**config.mk**
```make
export PLATFORM = sky130hd
export DESIGN_NAME = vps_pattern_select
export DESIGN_NICKNAME = d
export VERILOG_FILES = /design/src/logic/vps_pkg.sv /design/src/logic/vps_ramp_scale.sv /design/src/logic/vps_color_lut.sv /design/src/logic/vps_pattern_select.sv
export SDC_FILE = /design/constraint.sdc
export NUM_CORES = 1
export LEC_CHECK = 0
export BUFFER_PORTS_ARGS = -buffer_cell sky130_fd_sc_hd__buf_4
export CAP_MARGIN = 20
export CORE_MARGIN = 2
export CORE_UTILIZATION = 32
export CTS_BUF_LIST = sky130_fd_sc_hd__clkbuf_8
export DETAILED_ROUTE_END_ITERATION = 12
export GPL_TIMING_DRIVEN = 0
export PLACE_DENSITY_LB_ADDON = 0.2
export SETUP_SLACK_MARGIN = 0.3
export SLEW_MARGIN = 5
export SYNTH_ARGS = -nofsm -noshare
export SYNTH_HDL_FRONTEND = slang
export SYNTH_HIERARCHICAL = 1
export SYNTH_SLANG_ARGS = --single-unit
```
**constraint.sdc**
```tcl
create_clock -name i_clk -period 12 [get_ports i_clk]
set_input_delay 1.2 -clock i_clk [delete_from_list [all_inputs] [get_ports i_clk]]
set_output_delay 1.2 -clock i_clk [all_outputs]
set_load 0.02 [all_outputs]
```
**src/logic/vps_pkg.sv**
```systemverilog
// What this block does
// - Control register at 0x64, resets 0x10
// - Bits 7-4 pick fixed pattern, reset 1
// - Auto-scroll overrides the fixed selector
// - Ramps spread evenly over active width/height
// - Each code: normal colour, inverted complement
// - Codes 0000 and 1111 are reserved
// - 0001 white, 0010 black, inverted swapped
// - 0011-0101 red, green, blue, inverted CMY
// - 0110 onward horizontal ramps from black
// - 1001 onward vertical ramps from black
// - Custom code outputs three-register custom colour
// - Bit 3 selects compliance pattern, ignores selector
// - Bit 2 gives eight ordered colour bars
// - Bit 1 swaps first and third of the four colour bands
// - Bit 0 turns the generator on/off
// - Invert bit outputs complement of every pattern
// - Auto-scroll advances after programmed frame count
package vps_pkg;

    ////////////////////////////////////////////////////////////////////////////
    // Register indices; byte address is four times the index
    localparam logic [7:0] IDX_TX_CTL   = 8'h63;
    localparam logic [7:0] IDX_PG_CTL   = 8'h64;
    localparam logic [7:0] IDX_PG_CFG   = 8'h65;
    localparam logic [7:0] IDX_RED      = 8'h6A;
    localparam logic [7:0] IDX_GREEN    = 8'h6B;
    localparam logic [7:0] IDX_BLUE     = 8'h6C;
    localparam logic [7:0] IDX_FRAMES   = 8'h6D;
    localparam logic [7:0] IDX_STATUS   = 8'h6E;

    ////////////////////////////////////////////////////////////////////////////
    // Reset values
    localparam logic [7:0] PG_CTL_RST   = 8'h10;
    localparam logic [7:0] REG_ZERO_RST = 8'h00;
    localparam logic [7:0] FRAMES_RST   = 8'h1E;

    ////////////////////////////////////////////////////////////////////////////
    // Field positions
    localparam int SEL_HI         = 7;
    localparam int SEL_LO         = 4;
    localparam int BIT_COMPLIANCE = 3;
    localparam int BIT_BARS       = 2;
    localparam int BIT_BAND_REV   = 1;
    localparam int BIT_ENABLE     = 0;
    localparam int BIT_INVERT     = 1;
    localparam int BIT_SCROLL     = 0;
    localparam int BIT_TX_PWDN    = 0;

    ////////////////////////////////////////////////////////////////////////////
    // Types
    typedef enum logic [3:0] {
        SEL_RSVD_LO = 4'h0,
        SEL_WHITE   = 4'h1,
        SEL_BLACK   = 4'h2,
        SEL_RED     = 4'h3,
        SEL_GREEN   = 4'h4,
        SEL_BLUE    = 4'h5,
        SEL_HRAMP_W = 4'h6,
        SEL_HRAMP_R = 4'h7,
        SEL_HRAMP_G = 4'h8,
        SEL_VRAMP_W = 4'h9,
        SEL_VRAMP_X = 4'hA,
        SEL_VRAMP_R = 4'hB,
        SEL_VRAMP_G = 4'hC,
        SEL_VRAMP_B = 4'hD,
        SEL_CUSTOM  = 4'hE,
        SEL_RSVD_HI = 4'hF
    } vps_sel_e;

    typedef enum logic [0:0] {
        WB_IDLE = 1'b0,
        WB_ACK  = 1'b1
    } vps_wb_e;

    typedef struct packed {
        logic [7:0] red;
        logic [7:0] green;
        logic [7:0] blue;
    } vps_rgb_s;

    // Three-bit channel mask to full-level colour
    function automatic vps_rgb_s vps_mask_rgb(input logic [2:0] mask);
        vps_rgb_s c;
        c.red   = {8{mask[2]}};
        c.green = {8{mask[1]}};
        c.blue  = {8{mask[0]}};
        return c;
    endfunction

endpackage

```
**src/logic/vps_ramp_scale.sv**
```systemverilog
module vps_ramp_scale
    import vps_pkg::*;
#(
    parameter int ACTIVE = 1920,
    parameter int POS_W  = 12
) (
    // Position inside the active region
    input  wire logic [POS_W-1:0] i_pos,
    // Brightness step
    output logic      [7:0]       o_level
);
    localparam logic [POS_W+7:0] DIVISOR = (POS_W+8)'(ACTIVE);

    logic [POS_W+7:0] quot;

    // Even spread of 256 steps over the active span
    assign quot    = {i_pos, 8'h00} / DIVISOR;
    assign o_level = (|quot[POS_W+7:8]) ? 8'hFF : quot[7:0];
endmodule

```
**src/logic/vps_color_lut.sv**
```systemverilog
module vps_color_lut
    import vps_pkg::*;
(
    // Selector and ramp levels
    input  wire vps_sel_e   i_code,
    input  wire logic [7:0] i_hlevel,
    input  wire logic [7:0] i_vlevel,
    input  wire vps_rgb_s   i_custom,
    // Non-inverted colour
    output vps_rgb_s        o_rgb
);
    always_comb begin
        o_rgb = '0;
        case (i_code)
            SEL_WHITE:   o_rgb = vps_mask_rgb(3'b111);
            SEL_BLACK:   o_rgb = '0;
            SEL_RED:     o_rgb = vps_mask_rgb(3'b100);
            SEL_GREEN:   o_rgb = vps_mask_rgb(3'b010);
            SEL_BLUE:    o_rgb = vps_mask_rgb(3'b001);
            SEL_HRAMP_W: o_rgb = {i_hlevel, i_hlevel, i_hlevel};
            SEL_HRAMP_R: o_rgb = {i_hlevel, 8'h00, 8'h00};
            SEL_HRAMP_G: o_rgb = {8'h00, i_hlevel, 8'h00};
            SEL_VRAMP_W,
            SEL_VRAMP_X: o_rgb = {i_vlevel, i_vlevel, i_vlevel};
            SEL_VRAMP_R: o_rgb = {i_vlevel, 8'h00, 8'h00};
            SEL_VRAMP_G: o_rgb = {8'h00, i_vlevel, 8'h00};
            SEL_VRAMP_B: o_rgb = {8'h00, 8'h00, i_vlevel};
            SEL_CUSTOM:  o_rgb = i_custom;
            // Reserved codes give plain black
            default:     o_rgb = '0;
        endcase
    end
endmodule

```
**src/logic/vps_pattern_select.sv**
```systemverilog
// The Wishbone interface to the registers is this design's own decision.
module vps_pattern_select
    import vps_pkg::*;
#(
    parameter int H_ACTIVE = 1920,
    parameter int V_ACTIVE = 1080,
    parameter int POS_W    = 12
) (
    // Clock and reset
    input  wire logic        i_clk,
    input  wire logic        i_resetn,
    // Wishbone slave
    input  wire logic        i_wb_cyc,
    input  wire logic        i_wb_stb,
    input  wire logic        i_wb_we,
    input  wire logic [31:0] i_wb_adr,
    input  wire logic [3:0]  i_wb_sel,
    input  wire logic [31:0] i_wb_dat,
    output logic      [31:0] o_wb_dat,
    output logic             o_wb_ack,
    // Video timing in
    input  wire logic        i_frame_start,
    input  wire logic        i_de,
    // Pattern out
    output vps_rgb_s         o_pixel,
    output logic             o_pixel_valid,
    output logic             o_pattern_active,
    output logic             o_loopthrough_tx_powerdown
);

    ////////////////////////////////////////////////////////////////////////////
    // Registers and state
    vps_wb_e          wb_state_r;
    logic [7:0]       tx_ctl_r;
    logic [7:0]       pg_ctl_r;
    logic [7:0]       pg_cfg_r;
    vps_rgb_s         custom_r;
    logic [7:0]       frames_r;
    logic [7:0]       frame_cnt_r;
    vps_sel_e         scroll_sel_r;
    logic [POS_W-1:0] hpos_r;
    logic [POS_W-1:0] vpos_r;
    logic             de_d_r;

    logic             wb_req;
    logic             wb_wr;
    logic             adr_ok;
    logic [7:0]       reg_idx;
    logic [7:0]       rd_val;
    logic [7:0]       wr_byte;
    logic             gen_en;
    logic             invert_colors;
    logic             auto_scroll_enable;
    logic             scroll_step;
    vps_sel_e         fixed_pattern_select;
    vps_sel_e         eff_sel;
    logic [7:0]       hlevel;
    logic [7:0]       vlevel;
    vps_rgb_s         lut_rgb;
    vps_rgb_s         pat_rgb;
    logic [2:0]       bar_mask;
    logic [2:0]       band_mask;

    assign gen_en               = pg_ctl_r[BIT_ENABLE];
    assign invert_colors        = pg_cfg_r[BIT_INVERT];
    assign auto_scroll_enable   = pg_cfg_r[BIT_SCROLL];
    assign fixed_pattern_select = vps_sel_e'(pg_ctl_r[SEL_HI:SEL_LO]);

    ////////////////////////////////////////////////////////////////////////////
    // Wishbone slave: one wait state, ack for one cycle
    assign wb_req  = i_wb_cyc && i_wb_stb;
    assign reg_idx = i_wb_adr[9:2];
    assign adr_ok  = (i_wb_adr[31:10] == 22'h00_0000) && (i_wb_adr[1:0] == 2'b00);
    assign wb_wr   = (wb_state_r == WB_ACK) && wb_req && i_wb_we && i_wb_sel[0] && adr_ok;
    assign wr_byte = i_wb_dat[7:0];
    assign o_wb_ack = (wb_state_r == WB_ACK);

    always_ff @(posedge i_clk) begin
        if (!i_resetn) begin
            wb_state_r <= WB_IDLE;
        end else begin
            case (wb_state_r)
                WB_IDLE: wb_state_r <= wb_req ? WB_ACK : WB_IDLE;
                WB_ACK:  wb_state_r <= WB_IDLE;
                default: wb_state_r <= WB_IDLE;
            endcase
        end
    end

    always_comb begin
        rd_val = 8'h00;
        if (adr_ok) begin
            case (reg_idx)
                IDX_TX_CTL: rd_val = tx_ctl_r;
                IDX_PG_CTL: rd_val = pg_ctl_r;
                IDX_PG_CFG: rd_val = pg_cfg_r;
                IDX_RED:    rd_val = custom_r.red;
                IDX_GREEN:  rd_val = custom_r.green;
                IDX_BLUE:   rd_val = custom_r.blue;
                IDX_FRAMES: rd_val = frames_r;
                IDX_STATUS: rd_val = {eff_sel, 3'b000, gen_en};
                default:    rd_val = 8'h00;
            endcase
        end
    end

    // Read data captured as ack rises; unmapped reads give zero
    always_ff @(posedge i_clk) begin
        if (!i_resetn) begin
            o_wb_dat <= 32'h0000_0000;
        end else if (wb_state_r == WB_IDLE && wb_req) begin
            o_wb_dat <= {24'h00_0000, rd_val};
        end
    end

    ////////////////////////////////////////////////////////////////////////////
    // Software registers; writes land on the ack edge
    always_ff @(posedge i_clk) begin
        if (!i_resetn) begin
            tx_ctl_r <= REG_ZERO_RST;
            pg_ctl_r <= PG_CTL_RST;
            pg_cfg_r <= REG_ZERO_RST;
            custom_r <= '0;
            frames_r <= FRAMES_RST;
        end else if (wb_wr) begin
            case (reg_idx)
                IDX_TX_CTL: tx_ctl_r <= {7'h00, wr_byte[BIT_TX_PWDN]};
                IDX_PG_CTL: pg_ctl_r <= wr_byte;
                IDX_PG_CFG: pg_cfg_r <= {6'h00, wr_byte[BIT_INVERT:BIT_SCROLL]};
                IDX_RED:    custom_r.red   <= wr_byte;
                IDX_GREEN:  custom_r.green <= wr_byte;
                IDX_BLUE:   custom_r.blue  <= wr_byte;
                IDX_FRAMES: frames_r <= wr_byte;
                default:    ;
            endcase
        end
    end

    // Driver power-down is left to software ordering, not enforced
    assign o_loopthrough_tx_powerdown = tx_ctl_r[BIT_TX_PWDN];

    ////////////////////////////////////////////////////////////////////////////
    // Active-region position
    always_ff @(posedge i_clk) begin
        if (!i_resetn) begin
            hpos_r <= '0;
            vpos_r <= '0;
            de_d_r <= 1'b0;
        end else begin
            de_d_r <= i_de;
            if (i_frame_start) begin
                hpos_r <= '0;
                vpos_r <= '0;
            end else if (i_de) begin
                hpos_r <= hpos_r + 1'b1;
            end else if (de_d_r) begin
                hpos_r <= '0;
                vpos_r <= vpos_r + 1'b1;
            end
        end
    end

    vps_ramp_scale #(
        .ACTIVE (H_ACTIVE),
        .POS_W  (POS_W)
    ) u_hscale (
        .i_pos   (hpos_r),
        .o_level (hlevel)
    );

    vps_ramp_scale #(
        .ACTIVE (V_ACTIVE),
        .POS_W  (POS_W)
    ) u_vscale (
        .i_pos   (vpos_r),
        .o_level (vlevel)
    );

    ////////////////////////////////////////////////////////////////////////////
    // Auto-scroll through the defined codes only
    assign scroll_step = gen_en && auto_scroll_enable && i_frame_start
                         && (frame_cnt_r >= frames_r);

    always_ff @(posedge i_clk) begin
        if (!i_resetn) begin
            frame_cnt_r  <= 8'h00;
            scroll_sel_r <= SEL_WHITE;
        end else if (!auto_scroll_enable || !gen_en) begin
            frame_cnt_r  <= 8'h00;
        end else if (scroll_step) begin
            frame_cnt_r  <= 8'h00;
            // Wrap skips both reserved codes
            scroll_sel_r <= (scroll_sel_r == SEL_CUSTOM) ? SEL_WHITE
                          : vps_sel_e'(scroll_sel_r + 4'h1);
        end else if (i_frame_start) begin
            frame_cnt_r  <= frame_cnt_r + 8'h01;
        end
    end

    assign eff_sel = auto_scroll_enable ? scroll_sel_r : fixed_pattern_select;

    vps_color_lut u_lut (
        .i_code   (eff_sel),
        .i_hlevel (hlevel),
        .i_vlevel (vlevel),
        .i_custom (custom_r),
        .o_rgb    (lut_rgb)
    );

    ////////////////////////////////////////////////////////////////////////////
    // Pattern sources and priority
    always_comb begin
        case (hlevel[7:5])
            3'd0:    bar_mask = 3'b111;
            3'd1:    bar_mask = 3'b110;
            3'd2:    bar_mask = 3'b011;
            3'd3:    bar_mask = 3'b010;
            3'd4:    bar_mask = 3'b101;
            3'd5:    bar_mask = 3'b100;
            3'd6:    bar_mask = 3'b001;
            default: bar_mask = 3'b000;
        endcase
    end

    // Four bands top to bottom; reversal swaps first and third
    always_comb begin
        case (vlevel[7:6])
            2'd0:    band_mask = pg_ctl_r[BIT_BAND_REV] ? 3'b001 : 3'b110;
            2'd1:    band_mask = 3'b011;
            2'd2:    band_mask = pg_ctl_r[BIT_BAND_REV] ? 3'b110 : 3'b001;
            default: band_mask = 3'b100;
        endcase
    end

    always_comb begin
        if (pg_ctl_r[BIT_COMPLIANCE]) begin
            pat_rgb = vps_mask_rgb(band_mask);
        end else if (pg_ctl_r[BIT_BARS]) begin
            pat_rgb = vps_mask_rgb(bar_mask);
        end else begin
            pat_rgb = lut_rgb;
        end
    end

    // One register stage; inversion as the last step keeps every pattern paired
    always_ff @(posedge i_clk) begin
        if (!i_resetn) begin
            o_pixel          <= '0;
            o_pixel_valid    <= 1'b0;
            o_pattern_active <= 1'b0;
        end else begin
            o_pattern_active <= gen_en;
            o_pixel_valid    <= gen_en && i_de;
            if (!gen_en || !i_de) begin
                o_pixel <= '0;
            end else begin
                o_pixel <= invert_colors ? ~pat_rgb : pat_rgb;
            end
        end
    end

    logic plain_fixed;
    assign plain_fixed = gen_en && i_de && !pg_ctl_r[BIT_COMPLIANCE]
                         && !pg_ctl_r[BIT_BARS] && !auto_scroll_enable;
endmodule

```
== Word-level counts from Yosys, hierarchy flattened ==
Index checks and enable logic that the tools add are counted.

* Equality and inequality tests: 30
* Bitwise gates (word level): 5
* $lt $le $gt $ge: 1
* Muxes and demuxes: 18
* Divide/modulo/power cells: 2
* Reduce and logical (&&, ||, !) cells: 36
* $add $sub $neg: 4

{| class="wikitable"
|+ Operators by type and width
! operator !! number
|-
| 24-bit one-hot mux with 12 select lines || 1
|-
| 24-bit 2-to-1 mux || 3
|-
| 8-bit by 7-bit equality test with 1-bit output (second input constant) || 8
|-
| 8-bit one-hot mux with 8 select lines || 1
|-
| 20-bit by 11-bit divider with 20-bit output (second input constant) || 2
|-
| 4-bit equality test (second input constant) || 8
|-
| 12-bit by 1-bit adder with 12-bit output (second input constant) || 2
|-
| 12-bit 2-to-1 mux || 2
|-
| 8-bit 2-to-1 mux || 3
|-
| 24-bit inverter || 1
|-
| 12-bit OR reduction || 2
|-
| 22-bit logical NOT || 1
|-
| 3-bit one-hot mux with 7 select lines || 1
|-
| 2-bit AND reduction || 9
|-
| 4-bit by 3-bit equality test with 1-bit output (second input constant) || 4
|-
| 1-bit logical AND || 11
|-
| 3-bit equality test (second input constant) || 3
|-
| 3-bit one-hot mux with 3 select lines || 1
|-
| 8-bit by 1-bit adder with 8-bit output (second input constant) || 1
|-
| 8-bit >= comparator || 1
|-
| 4-bit 2-to-1 mux || 2
|-
| 3-bit by 2-bit equality test with 1-bit output (second input constant) || 2
|-
| 3-bit 2-to-1 mux || 2
|-
| 2-bit OR reduction || 3
|-
| 15 further kinds || 22
|}

* Output and inout port bits: 60
* Register bits after elaboration: 115
* Word-level logic and storage cells: 115
* Input port bits: 75

== Depth between registers and ports, before layout ==
Gate-level depths: netlist of the first run.

* Depth after elaboration: 9
* Gate-level depth with buffers: 43
* Gate-level depth less buffers: 41

== Cells and area by module ==
The synthesis of the first run kept the hierarchy.

{| class="wikitable"
|+ By module, submodules not included
! module !! instances !! seq. area each (um2) !! cells an instance !! area each (um2)
|-
| vps_pattern_select || 1 || 2302.2 || 674 || 5794.3
|-
| vps_ramp_scale at u_vscale || 1 || 0.0 || 404 || 2909.0
|-
| vps_ramp_scale at u_hscale || 1 || 0.0 || 159 || 1111.1
|-
| vps_color_lut || 1 || 0.0 || 122 || 798.3
|}

== Worst setup path after synthesis of the first run ==
Ideal clock, no wire load.

* Path kind: reg-to-reg
* From: register vpos_r[9]
* To: register o_pixel[8] in the netlist's numbering
* Clock period less this slack: 8.722 ns
* Setup time: 0.128 ns
* Path slack: 3.278 ns
* Data required time: 11.872 ns
* Arrival time: 8.594 ns
* Stages on the path, launching flop included: 41
* Path buffers: 1
* Cell sequence: dfxtp_1 > buf_2 > or4_4 > a21o_1 > and2_4 > a311oi_1 > nand2_1 > o31a_1 > a32oi_2 > nand4b_2 > or2_1 > a21oi_1 > xnor2_1 > ha_1 > a31oi_1 > o32a_1 > a211o_1 > a31oi_1 > [5 not listed] > xnor2_1 > ha_1 > o2111a_1 > o21ai_2 > xnor2_1 > ha_1 > and3b_1 > and2_1 > o2111ai_1 > o211ai_1 > o2111ai_1 > a22o_1 > a32oi_1 > o211ai_1 > nand2b_1 > a22oi_1 > xnor2_1 > nor2_1

{| class="wikitable"
|+ RTL lines
! item !! line !! RTL
|-
| start: declaration || vps_pattern_select.sv:42 || <nowiki>logic [POS_W-1:0] vpos_r;</nowiki>
|-
| start signal: assignment || vps_pattern_select.sv:158 || <nowiki>vpos_r <= vpos_r + 1'b1;</nowiki>
|-
| end signal: assignment || vps_pattern_select.sv:257 || <nowiki>o_pixel <= invert_colors ? ~pat_rgb : pat_rgb;</nowiki>
|-
| end: declaration || vps_pattern_select.sv:25 || <nowiki>output vps_rgb_s o_pixel,</nowiki>
|}

==> results of run 1 <==
==> kinds of logic (layout without fill, tap and decap cells) <==
group                    count (synthesis)  count (layout)  synth area share (%)
AO/OA/AOI/OAI                          407             407                 28.61
XOR/XNOR                                67              67                 5.989
adder cells (fa/ha/maj)                 20              20                 2.252
buffers and inverters                  136             248                 6.720
flip-flops                             115             115                 21.69
multiplexers                            64              64                 6.272
other                                    1              24               0.03534
AND/OR/NAND/NOR                        549             549                 28.42
==> cell usage after synthesis (all sizes together) (30+ instances only) <==
library cell  number  share of area, %
dfxtp            115                22
nand3             69               3.4
buf               66               4.2
clkbuf            35               1.2
nand2b            41               2.4
nand2            122               4.4
a22oi             33               2.3
xnor2             46               3.9
o211ai            30               2.2
inv               34               1.2
o21ai             83               4.2
nor2             112               4.0
a21oi             70               3.6
mux2i             53               5.0
==> stage by stage <==
step | worst slack (ns) | hold WS, ns | util (%) | instance area [um^2]
after floorplan | 3.278 | 0.4367 | - | 10700
after global placement | 1.352 | 0.4473 | 36.34 | 11850
after detailed placement | 1.356 | 0.4537 | 36.34 | 11850
after CTS | 1.316 | 0.4660 | 37.47 | 12220
after global routing | 0.3361 | 0.4884 | 37.48 | 12230
final | 1.302 | 0.4601 | 37.48 | 12230
==> cell type report <==
| type | instances | area, um^2 | area share, % |
|---|---|---|---|
| Multi-Input combinational cell | 1131 | 7689 | 62.88 |
| Sequential cell | 115 | 2302 | 18.83 |
| Timing Repair Buffer | 80 | 600.6 | 4.912 |
| Buffer | 101 | 581.8 | 4.759 |
| Tap cell | 442 | 553.0 | 4.523 |
| Clock buffer | 18 | 247.7 | 2.026 |
| Inverter | 35 | 131.4 | 1.075 |
| Clock inverter | 14 | 121.4 | 0.9926 |
==> cell usage in the layout (no fill, tap or decap), types with 9 or more instances in the layout <==
master,instances
clkbuf_8,18
nand3_1,65
o21a_1,13
a22oi_1,33
nor3_1,21
and2_1,22
clkbuf_1,34
nand4_1,21
a31oi_1,20
buf_2,17
a21oi_1,65
a22o_1,12
dfxtp_1,115
nor2b_1,18
o21ai_0,63
o21ai_2,9
a32oi_1,11
o211ai_1,29
a21o_1,10
nor4_1,13
nor2_1,110
o22ai_1,9
xnor2_1,44
conb_1,24
xor2_1,18
and3_1,21
o21ai_1,11
or3_1,14
mux2i_1,52
ha_1,15
a211oi_1,10
nand2_1,120
buf_4,116
mux2_2,9
nand2b_1,41
inv_1,33
==> registers in the layout (all words and copies together), names as in the netlist <==
register and flops:
pg_cfg_r 2, custom_r 24, pg_ctl_r 8, tx_ctl_r 1, vpos_r 12, hpos_r 12
o_pixel_valid 1, frames_r 8, frame_cnt_r 8, o_pixel 24, scroll_sel_r 4, o_wb_dat 8
o_wb_ack 1, o_pattern_active 1, de_d_r 1
==> worst max path at each step <==
stage,end,slack [ns],from
6_report,o_pixel[0],1.30,vpos_r[9]
5_1_grt,o_pixel[0],0.34,vpos_r[7]
4_1_cts,o_pixel[0],1.32,vpos_r[9]
3_5_place_dp,o_pixel[0],1.36,vpos_r[9]
3_3_place_gp,o_pixel[0],1.35,vpos_r[9]
2_1_floorplan,o_pixel[8],3.28,vpos_r[9]
==> power by group <==
group          total (mW)  switching (mW)  internal, mW
logic              0.0528          0.0313        0.0214
clock network       0.359           0.204         0.155
registers           0.383        0.000823         0.382
total               0.794           0.236         0.558
==> routing by layer <==
layer / up-vias / GRT usage, %
met2: 316 / 29.35
met5: - / 0
met4: 0 / 3.843
met1: 4947 / 26.28
li1: 5267 / -
met3: 30 / 2.954
==> worst max-delay path, delay by kind of cell, from the launching register on <==
kind | cells | cell delay [ns]
adders and majority gates | 4 | 1.14
DFF | 1 | 0.35
and+or+nand+nor | 15 | 2.90
xor gates and xnor gates | 4 | 0.79
buffers and inverters | 2 | 0.33
AOI/OAI and AO/OA | 17 | 5.08
==> results.json, run 1 <==
{
  "wl_met3_um": 1688,
  "p_leak_nw": 4.651,
  "critPathMaxFanout": 9,
  "routed_wl_um": 32140,
  "finalHoldViolCount": 0,
  "postSynthAreaPerCell_um2": 7.809,
  "cp-end-kind": "flop",
  "synth_edf_count": 0,
  "reg2reg_depth": 42,
  "status": "complete, no violations",
  "wl_met2_um": 14330,
  "wl_met1_um": 15760,
  "max_freq_mhz": 93.48,
  "vdd_ir_drop_max_v": 0.00007882,
  "rrSetupSlack_ns": 1.30,
  "antenna_found_initial": 0,
  "clockRootBuffer": "clkbuf_8",
  "die_x_um": 186.1,
  "finalNonFillerCells": 1936,
  "overflow": 0,
  "max_stage_delay_ns": 0.74,
  "drive_above_1_share_pct": 18.81,
  "yosys_warnings": 6,
  "tightest_slew_ns": 0.8160,
  "rsz0062_at_grt": "no",
  "place_inst": 1904,
  "initial_core_util_pct": 32.54,
  "crit_required_ns": 12.34,
  "hpwlAfterDp_um": 24800,
  "min_period_ns": 10.70,
  "drtPass1Iterations": 6,
  "cts_tree": "done",
  "vias": 10560,
  "fin_tns_setup_ns": 0,
  "cts_max_level": 4,
  "hold_depth": 2,
  "syn_inst": 1359,
  "drt_iter0_markers": 1053,
  "antenna_left": 0,
  "coreArea_um2": 32620,
  "hold_end": "o_wb_dat[2]",
  "layout.nets": 1571,
  "n_antenna_cell": 0,
  "vias_per_cell": 5.455,
  "ys_seq_area_share_pct": 21.69,
  "drv_slew": 0,
  "row_count": 66,
  "clkSinkCount": 115,
  "grt_pass1_vias": 9720,
  "grt_max_degree": 17,
  "numCtsBuffers": 17,
  "crit_arrival_ns": 11.03,
  "clock_path_buffers": 2,
  "relSlewSlack_pct": 44.74,
  "cts_setup_buffers": 0,
  "synth_top_flop_cell": "dfxtp_1",
  "rr_startpoint": "vpos_r[9]",
  "nFillCells": 3429,
  "finalPower_uw": 794.0,
  "syn2layout_area_growth_pct": 15.21,
  "grt_use_total_pct": 18.47,
  "netlist_area_um2": 10610,
  "hp-class": "reg2reg",
  "ios": 135,
  "drc_errors": 0,
  "critPathKind": "reg2reg",
  "clk_pin_slew_ns": 0.09,
  "die-area_um2": 34640,
  "final-setup-viol-count": 0,
  "wl_per_cell_um": 16.60,
  "r2r-end": "o_pixel[0]",
  "gp_congestion": 0.9122,
  "grt_pass1_wl_um": 51420,
  "min_from": "o_wb_dat[2]",
  "die_y_um": 186.1,
  "synth_cell_type_count": 126,
  "clk_latency_ns": 0.46,
  "pwr_density_cell_nw_per_um2": 64.94,
  "timing.final.crit_share_pct": 89.15,
  "post_cts_resize_count": 0,
  "port_buffers": 80,
  "hold_buffers": 0,
  "ys_async_sr_fraction_pct": 0,
  "dr.max_layer_used": "met4",
  "slowest_stage": "o311ai_1",
  "ys_ff_latch": 115,
  "start_kind": "flop",
  "skew_ns": 0.02835,
  "drv_cap": 0
}
Note: power is estimated with default switching activity, not from simulation.
==> inputs of run 2 (changes only) <==
--- a/config.mk
+++ b/config.mk
@@ -5,6 +5,7 @@
 export SDC_FILE = /design/constraint.sdc
 export NUM_CORES = 1
 export LEC_CHECK = 0
+export ABC_AREA = 1
 export BUFFER_PORTS_ARGS = -buffer_cell sky130_fd_sc_hd__buf_4
 export CAP_MARGIN = 20
 export CORE_MARGIN = 2
==> run 2 against run 1 <==
  * Cell count up 18%
  * Sequential power about the same
  * Synthesized cell count up 28%
  * Clock skew down 0.0021 ns
  * Maximum frequency up 24%
  * Critical path depth up 30
  * Utilization about the same
  * Design area down 3.2%
  * Flip-flop and latch count unchanged
  * Global-route usage down 0.18 points
  * First-iteration DRC count down 27%
  * Critical path type unchanged
  * Highest routed layer unchanged
==> results.json, run 2 <==
{
  "status": "complete, no violations",
  "grt_pass1_wl_um": 50180,
  "numCtsBuffers": 17,
  "antenna_left": 0,
  "rsz0062_at_grt": "no",
  "critPathLaunch": "vpos_r[6]",
  "r2r-end": "o_pixel[0]",
  "place_area_um2": 11470,
  "cts_setup_buffers": 0,
  "cp-endpoint": "o_pixel[0]",
  "synth_area_leaders": "dfxtp_1 22%, nand2_1 18%, nor2_1 9.5%",
  "die-area_um2": 33540,
  "crit_required_ns": 12.36,
  "slowest_stage": "dfxtp_1",
  "row_count": 65,
  "cp-end-kind": "flop",
  "synth_edf_count": 0,
  "clkSinkCount": 115,
  "max_freq_mhz": 115.7,
  "initial_core_util_pct": 32.55,
  "finalNonFillerCells": 2281,
  "post-route-util_pct": 37.49,
  "synth_top_area_share_pct": 22.42,
  "relSlewSlack_pct": 32.72,
  "overflow": 0,
  "ys_seq_area_share_pct": 22.42,
  "skew_ns": 0.02625,
  "cp.depth": 72,
  "coreArea_um2": 31560,
  "cts_max_level": 4,
  "critPathKind": "reg2reg",
  "syn_inst": 1742,
  "grt_max_degree": 17,
  "drc_errors": 0,
  "die_x_um": 183.1,
  "vias": 10950,
  "max_stage_delay_ns": 0.53,
  "clockRootBuffer": "clkbuf_8",
  "netlist_area_um2": 10270,
  "yosys_warnings": 6,
  "start_kind": "flop",
  "grt_use_total_pct": 18.29,
  "stdcell_area_um2": 11830,
  "post_cts_resize_count": 0,
  "hp-class": "reg2reg",
  "layout.nets": 1956,
  "yosysMostFrequentCell": "nand2_1",
  "synth_cell_type_count": 51,
  "grt_pass1_vias": 10160,
  "min_period_ns": 8.641,
  "drtPass1Iterations": 5,
  "synth_area_leader_cell": "dfxtp_1",
  "ys_top_cells_by_count": "486 x nand2_1, 261 x nor2_1, 187 x inv_1",
  "wl_per_cell_um": 13.14,
  "tightest_slew_ns": 0.9987,
  "finalPower_uw": 784.4,
  "critical_path_buf_inv_count": 12,
  "drive_above_1_share_pct": 18.09,
  "rrSetupSlack_ns": 3.36,
  "clk_latency_ns": 0.47,
  "ys_async_sr_fraction_pct": 0,
  "path_delay_family": "simple AND/OR/NAND/NOR gates",
  "synth_top_flop_cell": "dfxtp_1",
  "n_antenna_cell": 0,
  "timing.final.crit_share_pct": 72.01,
  "ios": 135,
  "critPathMaxFanout": 10,
  "vias_per_cell": 4.800,
  "port_buffers": 82,
  "final_common_cell": "nand2_1",
  "place_inst": 2249,
  "postSynthAreaPerCell_um2": 5.895,
  "pwr_density_cell_nw_per_um2": 66.30,
  "most-common-layout-cells": "486 x nand2_1, 261 x nor2_1, 187 x inv_1",
  "multi_input_area_um2": 6805,
  "reg2reg_depth": 72,
  "drv_slew": 0,
  "vdd_ir_drop_max_v": 0.00005242,
  "cts_tree": "done",
  "hpwlAfterDp_um": 23720,
  "drv_cap": 0,
  "finalHoldViolCount": 0,
  "crit_arrival_ns": 9.00,
  "clock_path_buffers": 2,
  "routed_wl_um": 29970,
  "hold_buffers": 0,
  "drt_iter0_markers": 767,
  "gp_congestion": 0.9271,
  "rr_startpoint": "vpos_r[6]",
  "final-setup-viol-count": 0,
  "antenna_found_initial": 0,
  "clk_pin_slew_ns": 0.09,
  "nFillCells": 3555,
  "fin_tns_setup_ns": 0,
  "p_leak_nw": 5.935,
  "syn2layout_area_growth_pct": 15.20,
  "die_y_um": 183.1,
  "seq_area_um2": 2302,
  "largestRegisters": "custom_r (24), o_pixel (24)",
  "ys_ff_latch": 115
}
## run 2: changes by cell type after synthesis, sizes merged, moves of 41 or more
cell,before,now
inv,34,224
mux2i,53,1
nand2,122,554
nand2b,41,0
nand3,69,188
nand4,21,73
nor2,112,295
xnor2,46,5
## run 2: layer usage
| layer | wire length [um] | up-vias | global-route usage [%] |
|---|---|---|---|
| li1 | - | 5757 | - |
| met1 | 14620 | 4863 | 25.21 |
| met2 | 13160 | 286 | 29.64 |
| met3 | 1675 | 43 | 3.137 |
| met4 | 511 | 0 | 4.544 |
| met5 | 0 | - | 0 |
## run 2: area by class of cell
| class | instances | area share [%] |
|---|---|---|
| buffer | 62 | 3.247 |
| tap | 402 | 4.251 |
| clock buffer | 17 | 1.978 |
| multi-input combinational | 1358 | 57.52 |
| timing repair buffer | 82 | 5.203 |
| clock inverter | 15 | 1.036 |
| sequential | 115 | 19.46 |
| inverter | 230 | 7.308 |
## run 2: worst register-to-register path, delay by kind of cell, from the launching register on
kind	cells	cell delay, ns
flip-flops	1	0.53
XOR/XNOR	1	0.26
adder cells (fa/ha/maj)	4	0.85
AND/OR/NAND/NOR	50	5.30
AO/OA/AOI/OAI	5	0.54
buffers and inverters	12	1.07
## run 2: kinds of logic after synthesis
| family | after synthesis | share of synthesized area, % |
|---|---|---|
| buf+inv | 292 | 12.16 |
| compound gates | 165 | 9.491 |
| other cells | 1 | 0.03651 |
| mux | 1 | 0.09747 |
| fa+ha+maj | 15 | 1.827 |
| xor+xnor | 31 | 2.644 |
| flops | 115 | 22.42 |
| simple gates | 1122 | 51.33 |
## run 2: how the worst min path moves through the flow
stage	start	end	slack (ns)	cells after the start
after floorplan	frames_r[6]	frames_r[6]	0.44	2
after global placement	frames_r[3]	frames_r[3]	0.45	2
after detailed placement	frames_r[3]	frames_r[3]	0.46	2
after CTS	o_wb_dat[6]	o_wb_dat[6]	0.48	2
after global routing	o_wb_dat[3]	o_wb_dat[3]	0.50	2
final	o_wb_dat[6]	o_wb_dat[6]	0.47	2
## run 2: power breakdown
part | internal (mW) | total [mW] | switching [mW] | leakage (nW)
clock network | 0.148 | 0.347 | 0.199 | 0.182
registers | 0.382 | 0.383 | 0.000714 | 0.927
logic | 0.0216 | 0.0544 | 0.0328 | 4.83
total | 0.552 | 0.784 | 0.233 | 5.93
## run 2: through the flow
stage | setup slack [ns] | hold slack [ns]
2_1_floorplan | 4.720 | 0.4403
3_3_place_gp | 3.458 | 0.4527
3_5_place_dp | 3.368 | 0.4568
4_1_cts | 3.333 | 0.4753
5_1_grt | 2.395 | 0.4965
6_report | 3.359 | 0.4706
==> inputs of run 3 (changes only) <==
==> constraint.sdc (replaced) <==
create_clock -name i_clk -period 6.9 [get_ports i_clk]
set_input_delay 0.69 -clock i_clk [delete_from_list [all_inputs] [get_ports i_clk]]
set_output_delay 0.69 -clock i_clk [all_outputs]
set_load 0.02 [all_outputs]
==> run 3 against run 2 <==
  * The flow now finishes with violations (setup timing)
  * Setup slack got worse by 3.8 ns
  * Utilization grew 4.5 points
  * Wire length increased by 4.7%
  * Hold slack worse by 0.016 ns
  * Maximum frequency increased by 17%
  * Sequential share of layout area down 1.9 points
  * Power up 89%
  * Count of clock-buffer cells in the layout up 4
  * First-iteration DRC count down 13%
  * Critical endpoint is now o_pixel[8]
==> results.json, run 3 (same netlist as run 2, synthesis figures left out) <==
{
  "status": "complete, but fails checks",
  "violations": "setup timing",
  "initial_core_util_pct": 32.55,
  "numCtsBuffers": 17,
  "start_kind": "flop",
  "r2r-end": "o_pixel[8]",
  "syn2layout_area_growth_pct": 29.00,
  "die-area_um2": 33540,
  "hold_depth": 3,
  "routed_wl_um": 31380,
  "most-common-layout-cells": "460 x nand2_1, 249 x nor2_1, 200 x buf_4",
  "setup_ws_ns": -0.4564,
  "drive_above_1_share_pct": 25.89,
  "tightest_slew_ns": 1.034,
  "largestRegisters": "custom_r (24), o_pixel (24)",
  "vdd_ir_drop_max_v": 0.0001050,
  "port_buffers": 82,
  "rr_startpoint": "vpos_r[5]",
  "crit_required_ns": 7.29,
  "relSlewSlack_pct": 30.31,
  "max_stage_delay_ns": 0.39,
  "wl_per_cell_um": 13.21,
  "drv_cap": 0,
  "drtPass1Iterations": 6,
  "final-setup-viol-count": 6,
  "clock_path_buffers": 2,
  "cp-end-kind": "flop",
  "pwr_density_cell_nw_per_um2": 111.9,
  "p_leak_nw": 6.692,
  "grt_pass1_wl_um": 51780,
  "row_count": 65,
  "cts_max_level": 4,
  "drc_errors": 0,
  "slowest_stage": "dfxtp_4",
  "overflow": 0,
  "timing.final.crit_share_pct": 106.6,
  "rsz0062_at_grt": "yes",
  "critPathKind": "reg2reg",
  "grt_use_total_pct": 18.98,
  "crit_arrival_ns": 7.75,
  "clk_pin_slew_ns": 0.08,
  "vias": 11380,
  "clk_latency_ns": 0.46,
  "skew_ns": 0.01544,
  "clockRootBuffer": "clkbuf_8",
  "antenna_left": 0,
  "grt_pass1_vias": 10520,
  "max_freq_mhz": 135.9,
  "finalHoldViolCount": 0,
  "min_from": "i_wb_dat[1]",
  "hold_end": "frames_r[1]",
  "cts_tree": "done",
  "critPathMaxFanout": 8,
  "min_period_ns": 7.356,
  "grt_max_degree": 17,
  "reg2reg_depth": 77,
  "cpMostUsedCell": "nand2_4",
  "final_common_cell": "nand2_1",
  "ios": 135,
  "rrSetupSlack_ns": -0.46,
  "gp_congestion": 0.9625,
  "hp-class": "in2reg",
  "place_worst_setup_slack_ns": -1.297,
  "die_y_um": 183.1,
  "antenna_found_initial": 0,
  "clkSinkCount": 115,
  "drt_iter0_markers": 666,
  "coreArea_um2": 31560,
  "die_x_um": 183.1,
  "drv_slew": 0,
  "hpwlAfterDp_um": 23610,
  "hold_buffers": 0,
  "fin_tns_setup_ns": -1.407,
  "n_antenna_cell": 0,
  "layout.nets": 2052,
  "vias_per_cell": 4.790
}
==> run 3: cell types whose count changed in the layout (fill, tap and decap cells not counted), moves of 12 or more <==
cell,previous run,this run
nand2_1,486,460
buf_4,111,200
nand3_1,163,150
nand2_4,15,35
nand3_4,4,16
nor2_1,261,249
==> run 3: how the worst max path moves through the flow <==
stage                     slack, ns          to  startpoint
after detailed placement      -1.30  o_pixel[0]  vpos_r[10]
after floorplan               -0.11  o_pixel[0]   vpos_r[6]
final                         -0.46  o_pixel[8]   vpos_r[5]
after global routing          -1.06  o_pixel[8]   vpos_r[5]
after CTS                     -0.29  o_pixel[8]   vpos_r[5]
after global placement        -1.16  o_pixel[0]  vpos_r[10]
==> run 3: metal layers <==
metal	GRT usage, %	part of all wire, %	vias to the layer above	routed length (um)
met3	2.720	5.7	54	1800
met2	31.17	46	329	14310
met1	25.71	47	5046	14610
met5	0	0	-	0
met4	5.856	2.1	0	661
li1	-	-	5952	-
==> run 3: metrics by stage <==
| stage | util, % | std cells | cell area (um^2) | hold WS, ns | power, mW |
|---|---|---|---|---|---|
| after global placement | 36.87 | 2249 | 11630 | 0.4528 | 0.7733 |
| after detailed placement | 36.87 | 2249 | 11630 | 0.4559 | 0.7739 |
| after CTS | 40.99 | 2359 | 12930 | 0.4202 | 1.499 |
| after floorplan | - | 1765 | 10520 | 0.4403 | 0.7369 |
| after global routing | 41.98 | 2376 | 13250 | 0.4613 | 1.536 |
| final | 41.98 | 2376 | 13250 | 0.4550 | 1.483 |
==> run 3: power by group <==
group,internal (mW),switching [mW]
Sequential,0.662,0.00124
Combinational,0.0392,0.0580
Clock,0.427,0.295
==> run 3: final cells by class <==
type	count	area, um^2
plain buffers	62	391.6
clock buffers	21	289.0
clock inverters	10	156.4
fillers	3334	18310
inverters	230	869.6
multi-input cells	1359	7362
flip-flops and latches	115	2326
well taps	402	503.0
repair buffers	177	1350
==> run 3: worst max-delay path, delay by kind of cell (launching register included) <==
kind	cells	cell delay [ns]
buffers and inverters	10	0.97
adder cells (fa/ha/maj)	4	0.60
flip-flops	1	0.39
AND/OR/NAND/NOR	60	4.98
XOR/XNOR	1	0.17
AO/OA/AOI/OAI	2	0.17
==> run 3: timing repair <==
action,4_1_cts,5_1_grt
resized for setup,58,44
pin swaps,58,61
setup endpoints to repair,9,9
cloned,2,0
buffers inserted,77,17
hold endpoints to repair,0,0
